`src/inc/flash_ctl_defs.vh`:
```
`ifndef FLASH_CTL_DEFS_VH
`define FLASH_CTL_DEFS_VH
`define ADR_CTL0       4'h0
`define ADR_CTL1       4'h4
`define ADR_WIDTH      4
`define B_READY        0
`define B_REWRITE      1
`define B_LOCK_OVR     2
`define B_STOP         3
`define B_AREA         5
`define B_PERR         6
`define B_EERR         7
`define B_INPLACE      1
`define B_LOCK_RES     6
`define CTL0_RESET     8'h01
`define CTL1_RESET     8'h00
`define OP_IDLE        3'd0
`define OP_PROGRAM     3'd1
`define OP_ERASE       3'd2
`define OP_LOCK_PROG   3'd3
`define OP_LOCK_READ   3'd4
`define OP_CLEAR       3'd5
`endif

```
`src/hw/set_guard.v`:
```
`timescale 1ns/100ps
`include "flash_ctl_defs.vh"
// Guarded bit: a 1 write sticks only if the last write to the bit was 0.
module set_guard (
  input  wire clk_sys,
  input  wire rst_n,
  input  wire clk_en,
  input  wire wr,
  input  wire wdata,
  input  wire allow,
  input  wire clr,
  output reg  q
);
  reg armed;
  always @(posedge clk_sys or negedge rst_n) begin
    if (!rst_n) begin
      q     <= 1'b0;
      armed <= 1'b0;
    end else if (clk_en) begin
      if (clr) begin
        q     <= 1'b0;
        armed <= 1'b0;
      end else if (wr) begin
        armed <= ~wdata;
        if (!wdata)
          q <= 1'b0;
        else if (armed && allow)
          q <= 1'b1;
      end
    end
  end
endmodule // set_guard

```
`src/hw/flash_rewrite_mode_control.v`:
```
`timescale 1ns/100ps
`include "flash_ctl_defs.vh"
module flash_rewrite_mode_control #(
  parameter BLOCKS = 11
) (
  input  wire                  clk_sys,
  input  wire                  rst_n,
  input  wire                  clk_en,
  input  wire                  wb_cyc_i,
  input  wire                  wb_stb_i,
  input  wire                  wb_we_i,
  input  wire [`ADR_WIDTH-1:0] wb_adr_i,
  input  wire [31:0]           wb_dat_i,
  input  wire [3:0]            wb_sel_i,
  output reg  [31:0]           wb_dat_o,
  output reg                   wb_ack_o,
  input  wire                  nmi_event,
  input  wire                  wdt_event,
  input  wire                  boot_mode,
  input  wire [2:0]            op_start,
  input  wire [3:0]            op_block,
  input  wire                  op_done,
  input  wire                  op_fail,
  input  wire                  op_lock_state,
  output reg                   cmd_accept,
  output reg                   inplace_submode,
  output reg                   status_reg_readable,
  output reg                   lock_ignore,
  output reg  [BLOCKS-1:0]     block_unlocked,
  output reg                   flash_access_ok,
  output reg                   flash_low_power,
  output reg                   flash_init,
  output reg                   map_user_area,
  output reg                   op_abort
);
  localparam ST_IDLE = 1'b0;
  localparam ST_BUSY = 1'b1;

  reg        state;
  reg [2:0]  cur_op;
  reg [3:0]  cur_block;
  reg        lock_override_bit;
  reg        flash_stop_bit;
  reg        boot_area_select_bit;
  reg        program_error_flag;
  reg        erase_error_flag;
  reg        lock_result_bit;
  wire       rewrite_enable_bit;
  wire       inplace_submode_bit;
  reg        next_state;

  wire req    = wb_cyc_i & wb_stb_i & ~wb_ack_o;
  wire wr0    = req & wb_we_i & wb_sel_i[0] & (wb_adr_i == `ADR_CTL0);
  wire wr1    = req & wb_we_i & wb_sel_i[0] & (wb_adr_i == `ADR_CTL1);
  wire reinit = nmi_event | wdt_event;
  wire flash_ready_flag = (state == ST_IDLE);

  // Clearing rewrite-enable also drops the sub-mode bit.
  wire clr_submode = reinit | (wr0 & ~wb_dat_i[`B_REWRITE]);

  set_guard u_rewrite (
    .clk_sys (clk_sys),
    .rst_n   (rst_n),
    .clk_en  (clk_en),
    .wr      (wr0),
    .wdata   (wb_dat_i[`B_REWRITE]),
    .allow   (1'b1),
    .clr     (reinit),
    .q       (rewrite_enable_bit)
  );

  set_guard u_inplace (
    .clk_sys (clk_sys),
    .rst_n   (rst_n),
    .clk_en  (clk_en),
    .wr      (wr1),
    .wdata   (wb_dat_i[`B_INPLACE]),
    .allow   (rewrite_enable_bit),
    .clr     (clr_submode),
    .q       (inplace_submode_bit)
  );

  // Lock-override is guarded the same way but has no prerequisite.
  reg lock_ovr_armed;

  always @* begin
    next_state = state;
    case (state)
      ST_IDLE: begin
        if (op_start != `OP_IDLE && op_start != `OP_CLEAR && rewrite_enable_bit
            && !(flash_stop_bit))
          next_state = ST_BUSY;
      end
      ST_BUSY: begin
        if (op_done || reinit || flash_stop_bit)
          next_state = ST_IDLE;
      end
      default: next_state = ST_IDLE;
    endcase
  end

  // A clear-status command only counts while rewrite is enabled.
  wire clear_cmd = (op_start == `OP_CLEAR) & rewrite_enable_bit;
  wire finish    = (state == ST_BUSY) & op_done;

  // Operation tracker: remembers the kind and block of the running operation.
  always @(posedge clk_sys or negedge rst_n) begin
    if (!rst_n) begin
      state     <= ST_IDLE;
      cur_op    <= `OP_IDLE;
      cur_block <= 4'h0;
    end else if (clk_en) begin
      state <= next_state;
      if (state == ST_IDLE && next_state == ST_BUSY) begin
        cur_op    <= op_start;
        cur_block <= op_block;
      end
    end
  end

  // The answer comes one cycle after the request; a held request sees gaps.
  always @(posedge clk_sys or negedge rst_n) begin
    if (!rst_n)
      wb_ack_o <= 1'b0;
    else if (clk_en)
      wb_ack_o <= req;
  end

  // Abort pulse tells the array to drop a running operation.
  always @(posedge clk_sys or negedge rst_n) begin
    if (!rst_n)
      op_abort <= 1'b0;
    else if (clk_en)
      op_abort <= (state == ST_BUSY) & (reinit | flash_stop_bit);
  end

  // Lock-override is guarded like rewrite-enable, but needs no prerequisite.
  always @(posedge clk_sys or negedge rst_n) begin
    if (!rst_n) begin
      lock_override_bit <= 1'b0;
      lock_ovr_armed    <= 1'b0;
    end else if (clk_en) begin
      if (reinit) begin
        lock_override_bit <= 1'b0;
        lock_ovr_armed    <= 1'b0;
      end else if (wr0) begin
        lock_ovr_armed <= ~wb_dat_i[`B_LOCK_OVR];
        if (!wb_dat_i[`B_LOCK_OVR])
          lock_override_bit <= 1'b0;
        else if (lock_ovr_armed)
          lock_override_bit <= 1'b1;
      end
    end
  end

  // The stop bit is a plain write; besides aborting a busy operation, it only reaches the array while rewrite is on.
  always @(posedge clk_sys or negedge rst_n) begin
    if (!rst_n)
      flash_stop_bit <= 1'b0;
    else if (clk_en) begin
      if (reinit)
        flash_stop_bit <= 1'b0;
      else if (wr0)
        flash_stop_bit <= wb_dat_i[`B_STOP];
    end
  end

  // Area select is a plain write, cleared by reinit with the rest of the register.
  always @(posedge clk_sys or negedge rst_n) begin
    if (!rst_n)
      boot_area_select_bit <= 1'b0;
    else if (clk_en) begin
      if (reinit)
        boot_area_select_bit <= 1'b0;
      else if (wr0)
        boot_area_select_bit <= wb_dat_i[`B_AREA];
    end
  end

  // Software cannot write the error flags; clear-status wins over a finishing op.
  always @(posedge clk_sys or negedge rst_n) begin
    if (!rst_n)
      program_error_flag <= 1'b0;
    else if (clk_en) begin
      if (reinit)
        program_error_flag <= 1'b0;
      else if (clear_cmd)
        program_error_flag <= 1'b0;
      else if (finish && cur_op == `OP_PROGRAM && op_fail)
        program_error_flag <= 1'b1;
    end
  end

  always @(posedge clk_sys or negedge rst_n) begin
    if (!rst_n)
      erase_error_flag <= 1'b0;
    else if (clk_en) begin
      if (reinit)
        erase_error_flag <= 1'b0;
      else if (clear_cmd)
        erase_error_flag <= 1'b0;
      else if (finish && cur_op == `OP_ERASE && op_fail)
        erase_error_flag <= 1'b1;
    end
  end

  // The lock result keeps the answer of the last lock-status read until reinit.
  always @(posedge clk_sys or negedge rst_n) begin
    if (!rst_n)
      lock_result_bit <= 1'b0;
    else if (clk_en) begin
      if (reinit)
        lock_result_bit <= 1'b0;
      else if (!clear_cmd && finish && cur_op == `OP_LOCK_READ)
        lock_result_bit <= op_lock_state;
    end
  end

  // Read data is captured with the request and stands until the next read.
  always @(posedge clk_sys or negedge rst_n) begin
    if (!rst_n)
      wb_dat_o <= 32'h0000_0000;
    else if (clk_en && req && !wb_we_i) begin
      case (wb_adr_i)
        `ADR_CTL0:
          wb_dat_o <= {24'h00_0000, erase_error_flag, program_error_flag,
                       boot_area_select_bit, 1'b0, flash_stop_bit,
                       lock_override_bit, rewrite_enable_bit,
                       flash_ready_flag};
        `ADR_CTL1:
          wb_dat_o <= {24'h00_0000, 1'b0, lock_result_bit, 4'h0,
                       inplace_submode_bit, 1'b0};
        default: wb_dat_o <= 32'h0000_0000;
      endcase
    end
  end

  // Stored lock data survives override; only erase or lock program change it.
  // A block index beyond the table matches no entry, so it changes nothing.
  wire [BLOCKS-1:0] next_unlocked;
  genvar gi;
  generate
    for (gi = 0; gi < BLOCKS; gi = gi + 1) begin : g_lock
      localparam [3:0] IDX = gi;
      wire hit = finish & ~reinit & ~op_fail & (cur_block == IDX);
      assign next_unlocked[gi] =
        (hit & (cur_op == `OP_ERASE) & lock_override_bit) ? 1'b1 :
        (hit & (cur_op == `OP_LOCK_PROG))                 ? 1'b0 :
                                                            block_unlocked[gi];
    end
  endgenerate

  always @(posedge clk_sys or negedge rst_n) begin
    if (!rst_n)
      block_unlocked <= {BLOCKS{1'b0}};
    else if (clk_en)
      block_unlocked <= next_unlocked;
  end

  // Flash-facing controls, each registered so every output comes from a flop.
  // They lag the register bits by one cycle, which software never sees.
  always @(posedge clk_sys or negedge rst_n) begin
    if (!rst_n)
      cmd_accept <= 1'b0;
    else if (clk_en)
      cmd_accept <= rewrite_enable_bit & ~flash_stop_bit;
  end

  always @(posedge clk_sys or negedge rst_n) begin
    if (!rst_n)
      inplace_submode <= 1'b0;
    else if (clk_en)
      inplace_submode <= rewrite_enable_bit & inplace_submode_bit;
  end

  // The status register is hidden whenever code runs in place.
  always @(posedge clk_sys or negedge rst_n) begin
    if (!rst_n)
      status_reg_readable <= 1'b0;
    else if (clk_en)
      status_reg_readable <= rewrite_enable_bit & ~inplace_submode_bit;
  end

  always @(posedge clk_sys or negedge rst_n) begin
    if (!rst_n)
      lock_ignore <= 1'b0;
    else if (clk_en)
      lock_ignore <= lock_override_bit;
  end

  // Stop without rewrite-enable leaves the array awake and reachable.
  always @(posedge clk_sys or negedge rst_n) begin
    if (!rst_n)
      flash_access_ok <= 1'b1;
    else if (clk_en)
      flash_access_ok <= ~(flash_stop_bit & rewrite_enable_bit);
  end

  always @(posedge clk_sys or negedge rst_n) begin
    if (!rst_n)
      flash_low_power <= 1'b0;
    else if (clk_en)
      flash_low_power <= flash_stop_bit & rewrite_enable_bit;
  end

  always @(posedge clk_sys or negedge rst_n) begin
    if (!rst_n)
      flash_init <= 1'b0;
    else if (clk_en)
      flash_init <= (flash_stop_bit & rewrite_enable_bit) | reinit;
  end

  // Outside boot mode the user area is always the one mapped.
  always @(posedge clk_sys or negedge rst_n) begin
    if (!rst_n)
      map_user_area <= 1'b0;
    else if (clk_en)
      map_user_area <= ~boot_mode | boot_area_select_bit;
  end
endmodule // flash_rewrite_mode_control

```
`config.mk`:
```
export PLATFORM = sky130hd
export DESIGN_NAME = flash_rewrite_mode_control
export DESIGN_NICKNAME = d
export VERILOG_FILES = /design/src/hw/set_guard.v /design/src/hw/flash_rewrite_mode_control.v
export VERILOG_INCLUDE_DIRS = /design/src /design/src/inc
export SDC_FILE = /design/constraint.sdc
export NUM_CORES = 1
export LEC_CHECK = 0
export CAP_MARGIN = 20
export CORE_MARGIN = 2
export CORE_UTILIZATION = 51
export CTS_BUF_LIST = sky130_fd_sc_hd__clkbuf_8
export DETAILED_ROUTE_END_ITERATION = 8
export DONT_BUFFER_PORTS = 1
export PLACE_DENSITY = 0.66
export SLEW_MARGIN = 15
export SYNTH_ARGS = -nofsm -noshare
export SYNTH_HDL_FRONTEND = slang
export SYNTH_SLANG_ARGS = --single-unit
```
`constraint.sdc`:
```
create_clock -name clk_sys -period 1.9 [get_ports clk_sys]
set_input_delay 0.38 -clock clk_sys [delete_from_list [all_inputs] [get_ports clk_sys]]
set_output_delay 0.38 -clock clk_sys [all_outputs]
set_load 0.005 [all_outputs]
```
==> impl_metrics.tcl, run 1 <==
set metrics [dict create \
    yosysMostFrequentCell "dfrtp_1" \
    yosys-top-cells-count "dfrtp_1, o21ai_0, buf_4, nand2_1, inv_1" \
    routed.top_layer "met4" \
    async_flop_share_pct 100 \
    clockRootBuffer "clkbuf_8" \
    crit_family "simple AND/OR/NAND/NOR gates" \
    switching_power_w 0.000412 \
    clk_path_buf_depth 2 \
    layout_setup_ws_ps 200 \
    area_growth_pct 4.68 \
    place_congestion 0.805 \
    finalHoldViolCount 0 \
    crit_chain "nand3b_1 > or3_1 > o31ai_1" \
    design_area_sq_um 2380 \
    synth_edf_count 0 \
    cts_tree "built" \
    fin_nets 291 \
    cpPeakStageDelay_ps 560 \
    setup_viol 0 \
    yosysTopAreaCell "dfrtp_1" \
    reg2reg_depth 3 \
    grt_pass1_vias 1543 \
    syn-cell-area_sq_um 2270 \
    viasPerCell 5.55 \
    placed_cells 275 \
    arrival_ps 1910 \
    insertion_delay_ps 300 \
    rows 24 \
    vdd_ir_drop_max_mv 0.429 \
    worst-path-buf-inv 0 \
    p_int_w 0.00129 \
    finalNonFillerCells 285 \
    dr.pass1.iters 4 \
    ys_seq_elements 47 \
    start_kind "flip-flop" \
    drt_iter0_markers 108 \
    die_area_sq_um 5010 \
    io_buffers 0 \
    netlist_instances 227 \
    comb_power_share_pct 5.0 \
    route.met2.wl_microns 2050 \
    grt-ovfl-total 0 \
    nFillCells 404 \
    antenna_left 0 \
    dp_slack_ps -0.113 \
    worst-path-stages 3 \
    outcome "finished clean" \
    period_share_pct 89.5 \
    grtUsageTotal_pct 19.8 \
    initial_core_util_pct 52.6 \
    met3_length_microns 402 \
    seq_power_share_pct 59.6 \
    antenna_found_initial 0 \
    fin_hold_ws_ps 165 \
    wl_met1_microns 2180 \
    p_clk_share_pct 35.5 \
    crit_type "flip-flop to flip-flop" \
    period_needed_ps 1700 \
    holdPathStages 1 \
    synth_cell_type_count 39 \
    vias 1583 \
    die_h_microns 70.8 \
    required_ps 2110 \
    route.detailed.drc 0 \
    maxCapViolations 0 \
    n_antenna_cell 0 \
    place_area_sq_um 2250 \
    regArea_sq_um 1180 \
    synth-main-ff-cell "dfrtp_1" \
    finalClockSkew_ps 8.79 \
    synth.top_cell.area_share_pct 50.6 \
    grt_setup_unrepaired "no" \
    ys_top_cells_by_area "dfrtp_1, buf_4, o21ai_0, mux2_2, nand2_1" \
    synth_seq_area_share_pct 51.8 \
    cp-end-kind "flip-flop" \
    hp-class "primary input to flip-flop" \
    cts_buffers 5 \
    clock_sinks 47 \
    cts_max_level 2 \
    dieWidth_microns 70.8 \
    clk_pin_slew_ps 90 \
    leakagePower_nw 1.08 \
    slew_violations 0 \
    wl_per_cell_microns 16.5 \
    finalPower_w 0.00170 \
    fmax_mhz 588 \
    grt_pass1_wl_microns 7750 \
    grt_max_degree 48 \
    synth_warnings 0 \
    multiInputGateArea_sq_um 936 \
    hpwl_microns 3450 \
    crit_slowest_cell "or3_1" \
    power_density_nw_per_um2 714 \
    core_sq_um 4320 \
    critPathMaxFanout 11 \
    finalWirelength_microns 4700 \
    synth.avg_cell_area_sq_um 10.0 \
    switching_share_pct 24.3 \
    io_pins 112 \
    drive_gt1_share_pct 11.2 \
]
==> registers in the layout, indices dropped and copies added, names as in the netlist, 3 cells and up <==
name and cells:
cur_block 4, cur_op 3, wb_dat_o 7, block_unlocked 11
==> metal layers <==
metal	vias to the layer above	track usage, %
li1	769	-
met4	0	5.66
met2	63	28.0
met5	-	0
met3	6	7.55
met1	745	28.7
==> kinds of logic after synthesis <==
logic type	after synthesis	synth area share [%]
compound gates	54	14.8
mux	11	5.28
buf+inv	43	11.3
xor+xnor	1	0.385
flops	47	51.8
simple gates	70	16.3
other cells	1	0.165
==> through the flow <==
| stage | TNS, ps | utilization [%] |
|---|---|---|
| 2_1_floorplan | 0 | - |
| 5_1_grt | 0 | 55.0 |
| 4_1_cts | 0 | 54.9 |
| 3_3_place_gp | -19.4 | 52.0 |
| 6_report | 0 | 55.0 |
| 3_5_place_dp | -0.113 | 52.0 |
==> area by class of cell <==
| class | count | share of cell area, % |
|---|---|---|
| Inverter | 10 | 1.58 |
| Tap cell | 52 | 2.73 |
| Clock inverter | 3 | 0.841 |
| Sequential cell | 47 | 49.5 |
| Clock buffer | 5 | 2.89 |
| Multi-Input combinational cell | 161 | 39.3 |
| Timing Repair Buffer | 7 | 3.15 |
==> timing repair <==
item / 4_1_cts / 5_1_grt
buffers inserted: 0 / 0
hold buffers: 2 / 0
gates cloned: 0 / 0
gates resized for setup: 1 / 1
hold endpoints to repair: 47 / 0
setup endpoints to repair: 1 / 2
==> power groups by stage <==
stage          Combinational, W  Sequential (W)  Clock (W)
6_report              0.0000847         0.00101   0.000603
5_1_grt               0.0000990         0.00101   0.000653
2_1_floorplan         0.0000885         0.00103          0
3_5_place_dp          0.0000554         0.00103          0
3_3_place_gp          0.0000544         0.00103          0
4_1_cts               0.0000845         0.00101   0.000616
==> layout by cell type, fill, tap and decap left out, types with 3 or more instances in the layout <==
cell type / synthesis / final
a31oi_1: 3 / 3
o21ai_0: 31 / 31
o31ai_1: 4 / 4
dfrtp_1: 46 / 46
nand3b_1: 4 / 4
nor3_1: 4 / 4
nand3_1: 7 / 7
nor2b_1: 4 / 4
inv_1: 10 / 10
mux2i_1: 3 / 3
conb_1: 1 / 25
and3_1: 3 / 3
nand2_1: 23 / 23
mux2_2: 8 / 8
nor2_1: 9 / 9
clkbuf_8: 0 / 5
a22o_1: 3 / 3
or4_1: 3 / 3
buf_4: 25 / 5
==> final timing paths <==
kind | startpoint | to | slack, ps
worst max register to register | wb_ack_o | wb_dat_o[1] | 200
worst min register to register | u_inplace.armed | u_inplace.armed | 500
max in group asynchronous | rst_n | flash_access_ok | 1050
worst min-delay path | clk_en | map_user_area | 170
worst max-delay path | wb_ack_o | wb_dat_o[1] | 200
min in group asynchronous | rst_n | u_inplace.armed | 590
No activity file was read; power rests on OpenSTA's default activity.
==> run 2: changes to the inputs <==
--- a/config.mk
+++ b/config.mk
@@ -6,6 +6,7 @@
 export SDC_FILE = /design/constraint.sdc
 export NUM_CORES = 1
 export LEC_CHECK = 0
+export ABC_AREA = 1
 export CAP_MARGIN = 20
 export CORE_MARGIN = 2
 export CORE_UTILIZATION = 51
==> impl_metrics.tcl, run 2 <==
set metrics [dict create \
    reg2reg_depth 8 \
    route.detailed.drc 0 \
    cts_max_level 2 \
    arrival_ps 1540 \
    synth-simple-area-share_pct 24.5 \
    tns_ps 0 \
    period_share_pct 70.9 \
    design_area_sq_um 2490 \
    clock_sinks 47 \
    drt_iter0_markers 59 \
    dieWidth_microns 73.1 \
    ys_top_cells_by_area "dfrtp_1, nand2_1, buf_4, o21ai_0, inv_1" \
    comb_power_share_pct 16.9 \
    fmax_mhz 743 \
    setup_viol 0 \
    io_buffers 0 \
    antenna_left 0 \
    grt_pass1_wl_microns 7490 \
    cts_tree "built" \
    fin_nets 352 \
    synth.top_cell.area_share_pct 47.3 \
    start_kind "flip-flop" \
    io_pins 112 \
    insertion_delay_ps 300 \
    core_sq_um 4660 \
    regToRegSetupSlack_ps 550 \
    n_antenna_cell 0 \
    drive_gt1_share_pct 11.6 \
    place_congestion 0.734 \
    yosys-top-cells-count "nand2_1, dfrtp_1, inv_1, buf_4, o21ai_0" \
    nFillCells 433 \
    synth_cell_type_count 30 \
    yosysTopAreaCell "dfrtp_1" \
    placed_cells 338 \
    synth-main-ff-cell "dfrtp_1" \
    layout_commonest_cell "nand2_1" \
    crit_type "flip-flop to flip-flop" \
    layout_common_cells "nand2_1, dfrtp_1, inv_1, o21ai_0, conb_1" \
    synth_edf_count 0 \
    ys_seq_elements 47 \
    regArea_sq_um 1180 \
    initial_core_util_pct 52.2 \
    cts_buffers 5 \
    slew_violations 0 \
    async_flop_share_pct 100 \
    grt-ovfl-total 0 \
    synthMuxAreaShare_pct 0 \
    synth_seq_area_share_pct 48.4 \
    dr.pass1.iters 4 \
    period_needed_ps 1350 \
    synth_top_family_by_area "simple AND/OR/NAND/NOR gates" \
    antenna_found_initial 0 \
    hp-class "primary input to flip-flop" \
    synth-adder-area-share_pct 0 \
    finalWirelength_microns 4550 \
    hpwl_microns 3390 \
    synth-xor-area-share_pct 0 \
    clockRootBuffer "clkbuf_8" \
    yosysMostFrequentCell "nand2_1" \
    required_ps 2090 \
    synth_warnings 0 \
    outcome "finished clean" \
    largest_reg_flops 11 \
    die_area_sq_um 5340 \
    seq_power_share_pct 55.8 \
    switching_power_w 0.000691 \
    grt_setup_unrepaired "no" \
    clk_pin_slew_ps 90 \
    vdd_ir_drop_max_mv 0.408 \
    p_int_w 0.00150 \
    place_area_sq_um 2370 \
    cts_resized 0 \
    leakagePower_nw 1.20 \
    die_h_microns 73.1 \
    synth_compound_area_share_pct 12.4 \
    finalNonFillerCells 348 \
    power_density_nw_per_um2 878 \
    synth.avg_cell_area_sq_um 8.39 \
    vias 1727 \
    p_clk_share_pct 27.3 \
    wl_per_cell_microns 13.1 \
    switching_share_pct 31.6 \
    grt_max_degree 48 \
    top_regs "block_unlocked (11), wb_dat_o (7), cur_block (4)" \
    viasPerCell 4.96 \
    grt_pass1_vias 1577 \
    rows 25 \
    area_growth_pct 2.47 \
    finalHoldViolCount 0 \
    multiInputGateArea_sq_um 993 \
    clk_path_buf_depth 2 \
    cp-end-kind "flip-flop" \
    holdPathStages 1 \
    netlist_instances 290 \
    finalClockSkew_ps 4.95 \
    syn-cell-area_sq_um 2430 \
    critPathMaxFanout 10 \
    maxCapViolations 0 \
    regMostFlops "block_unlocked" \
    grtUsageTotal_pct 18.2 \
]
run 2: path summary, 6_finish.rpt:
path	startpoint	end
worst min-delay path	boot_mode	map_user_area
max in group asynchronous	rst_n	flash_access_ok
min in group asynchronous	rst_n	map_user_area
worst max-delay path	wb_ack_o	u_rewrite.q
worst max register to register	wb_ack_o	u_rewrite.q
worst min register to register	u_rewrite.armed	u_rewrite.armed
run 2: area by class of cell:
class | instances | share of cell area (%)
Clock buffer | 5 | 2.76
Sequential cell | 47 | 47.2
Multi-Input combinational cell | 204 | 39.9
Timing Repair Buffer | 3 | 1.81
Tap cell | 54 | 2.71
Inverter | 32 | 4.82
Clock inverter | 3 | 0.803
run 2: per-stage QoR:
stage	setup WS [ps]	total power (W)	hold slack, ps	utilization, %
floorplan	703	0.00156	84.4	-
global placement	529	0.00158	85.9	50.8
detailed placement	505	0.00159	85.7	50.8
CTS	556	0.00222	153	53.5
global route	397	0.00233	154	53.5
finish	554	0.00219	162	53.5
run 2: cells by family (layout without fill, tap and decap cells):
| logic type | Yosys count | after routing |
|---|---|---|
| AOI/OAI and AO/OA | 54 | 54 |
| DFF | 47 | 47 |
| and+or+nand+nor | 125 | 125 |
| other | 1 | 25 |
| buffers and inverters | 63 | 43 |
run 2: timing repair:
item / in CTS / in global routing
buffers inserted: 0 / 0
hold buffers: 2 / 0
hold endpoints to repair: 47 / 0
endpoints found under the setup margin: 0 / 0
run 2: metal layers:
metal / vias to the layer above / global-route usage (%) / part of all wire, %
met5: - / 0 / 0
met4: 0 / 5.56 / 0.92
met3: 5 / 7.04 / 7.7
met2: 48 / 27.6 / 45
met1: 781 / 24.2 / 46
li1: 893 / - / -
run 2: power groups by stage:
stage	Sequential, W	Combinational, W	Clock (W)
after CTS	0.00122	0.000375	0.000620
after global placement	0.00124	0.000339	0
after floorplan	0.00121	0.000343	0
after global routing	0.00124	0.000435	0.000652
after detailed placement	0.00124	0.000345	0
final	0.00122	0.000371	0.000597
run 2: critical path, cell delays in order (launching register included):
cell and delay [ps]:
dfrtp_1 400, inv_1 130, nand3_1 100, nor2_2 150
nand2_1 100, nand2_2 110, nand2_4 100, nor2_1 110
a21oi_1 50
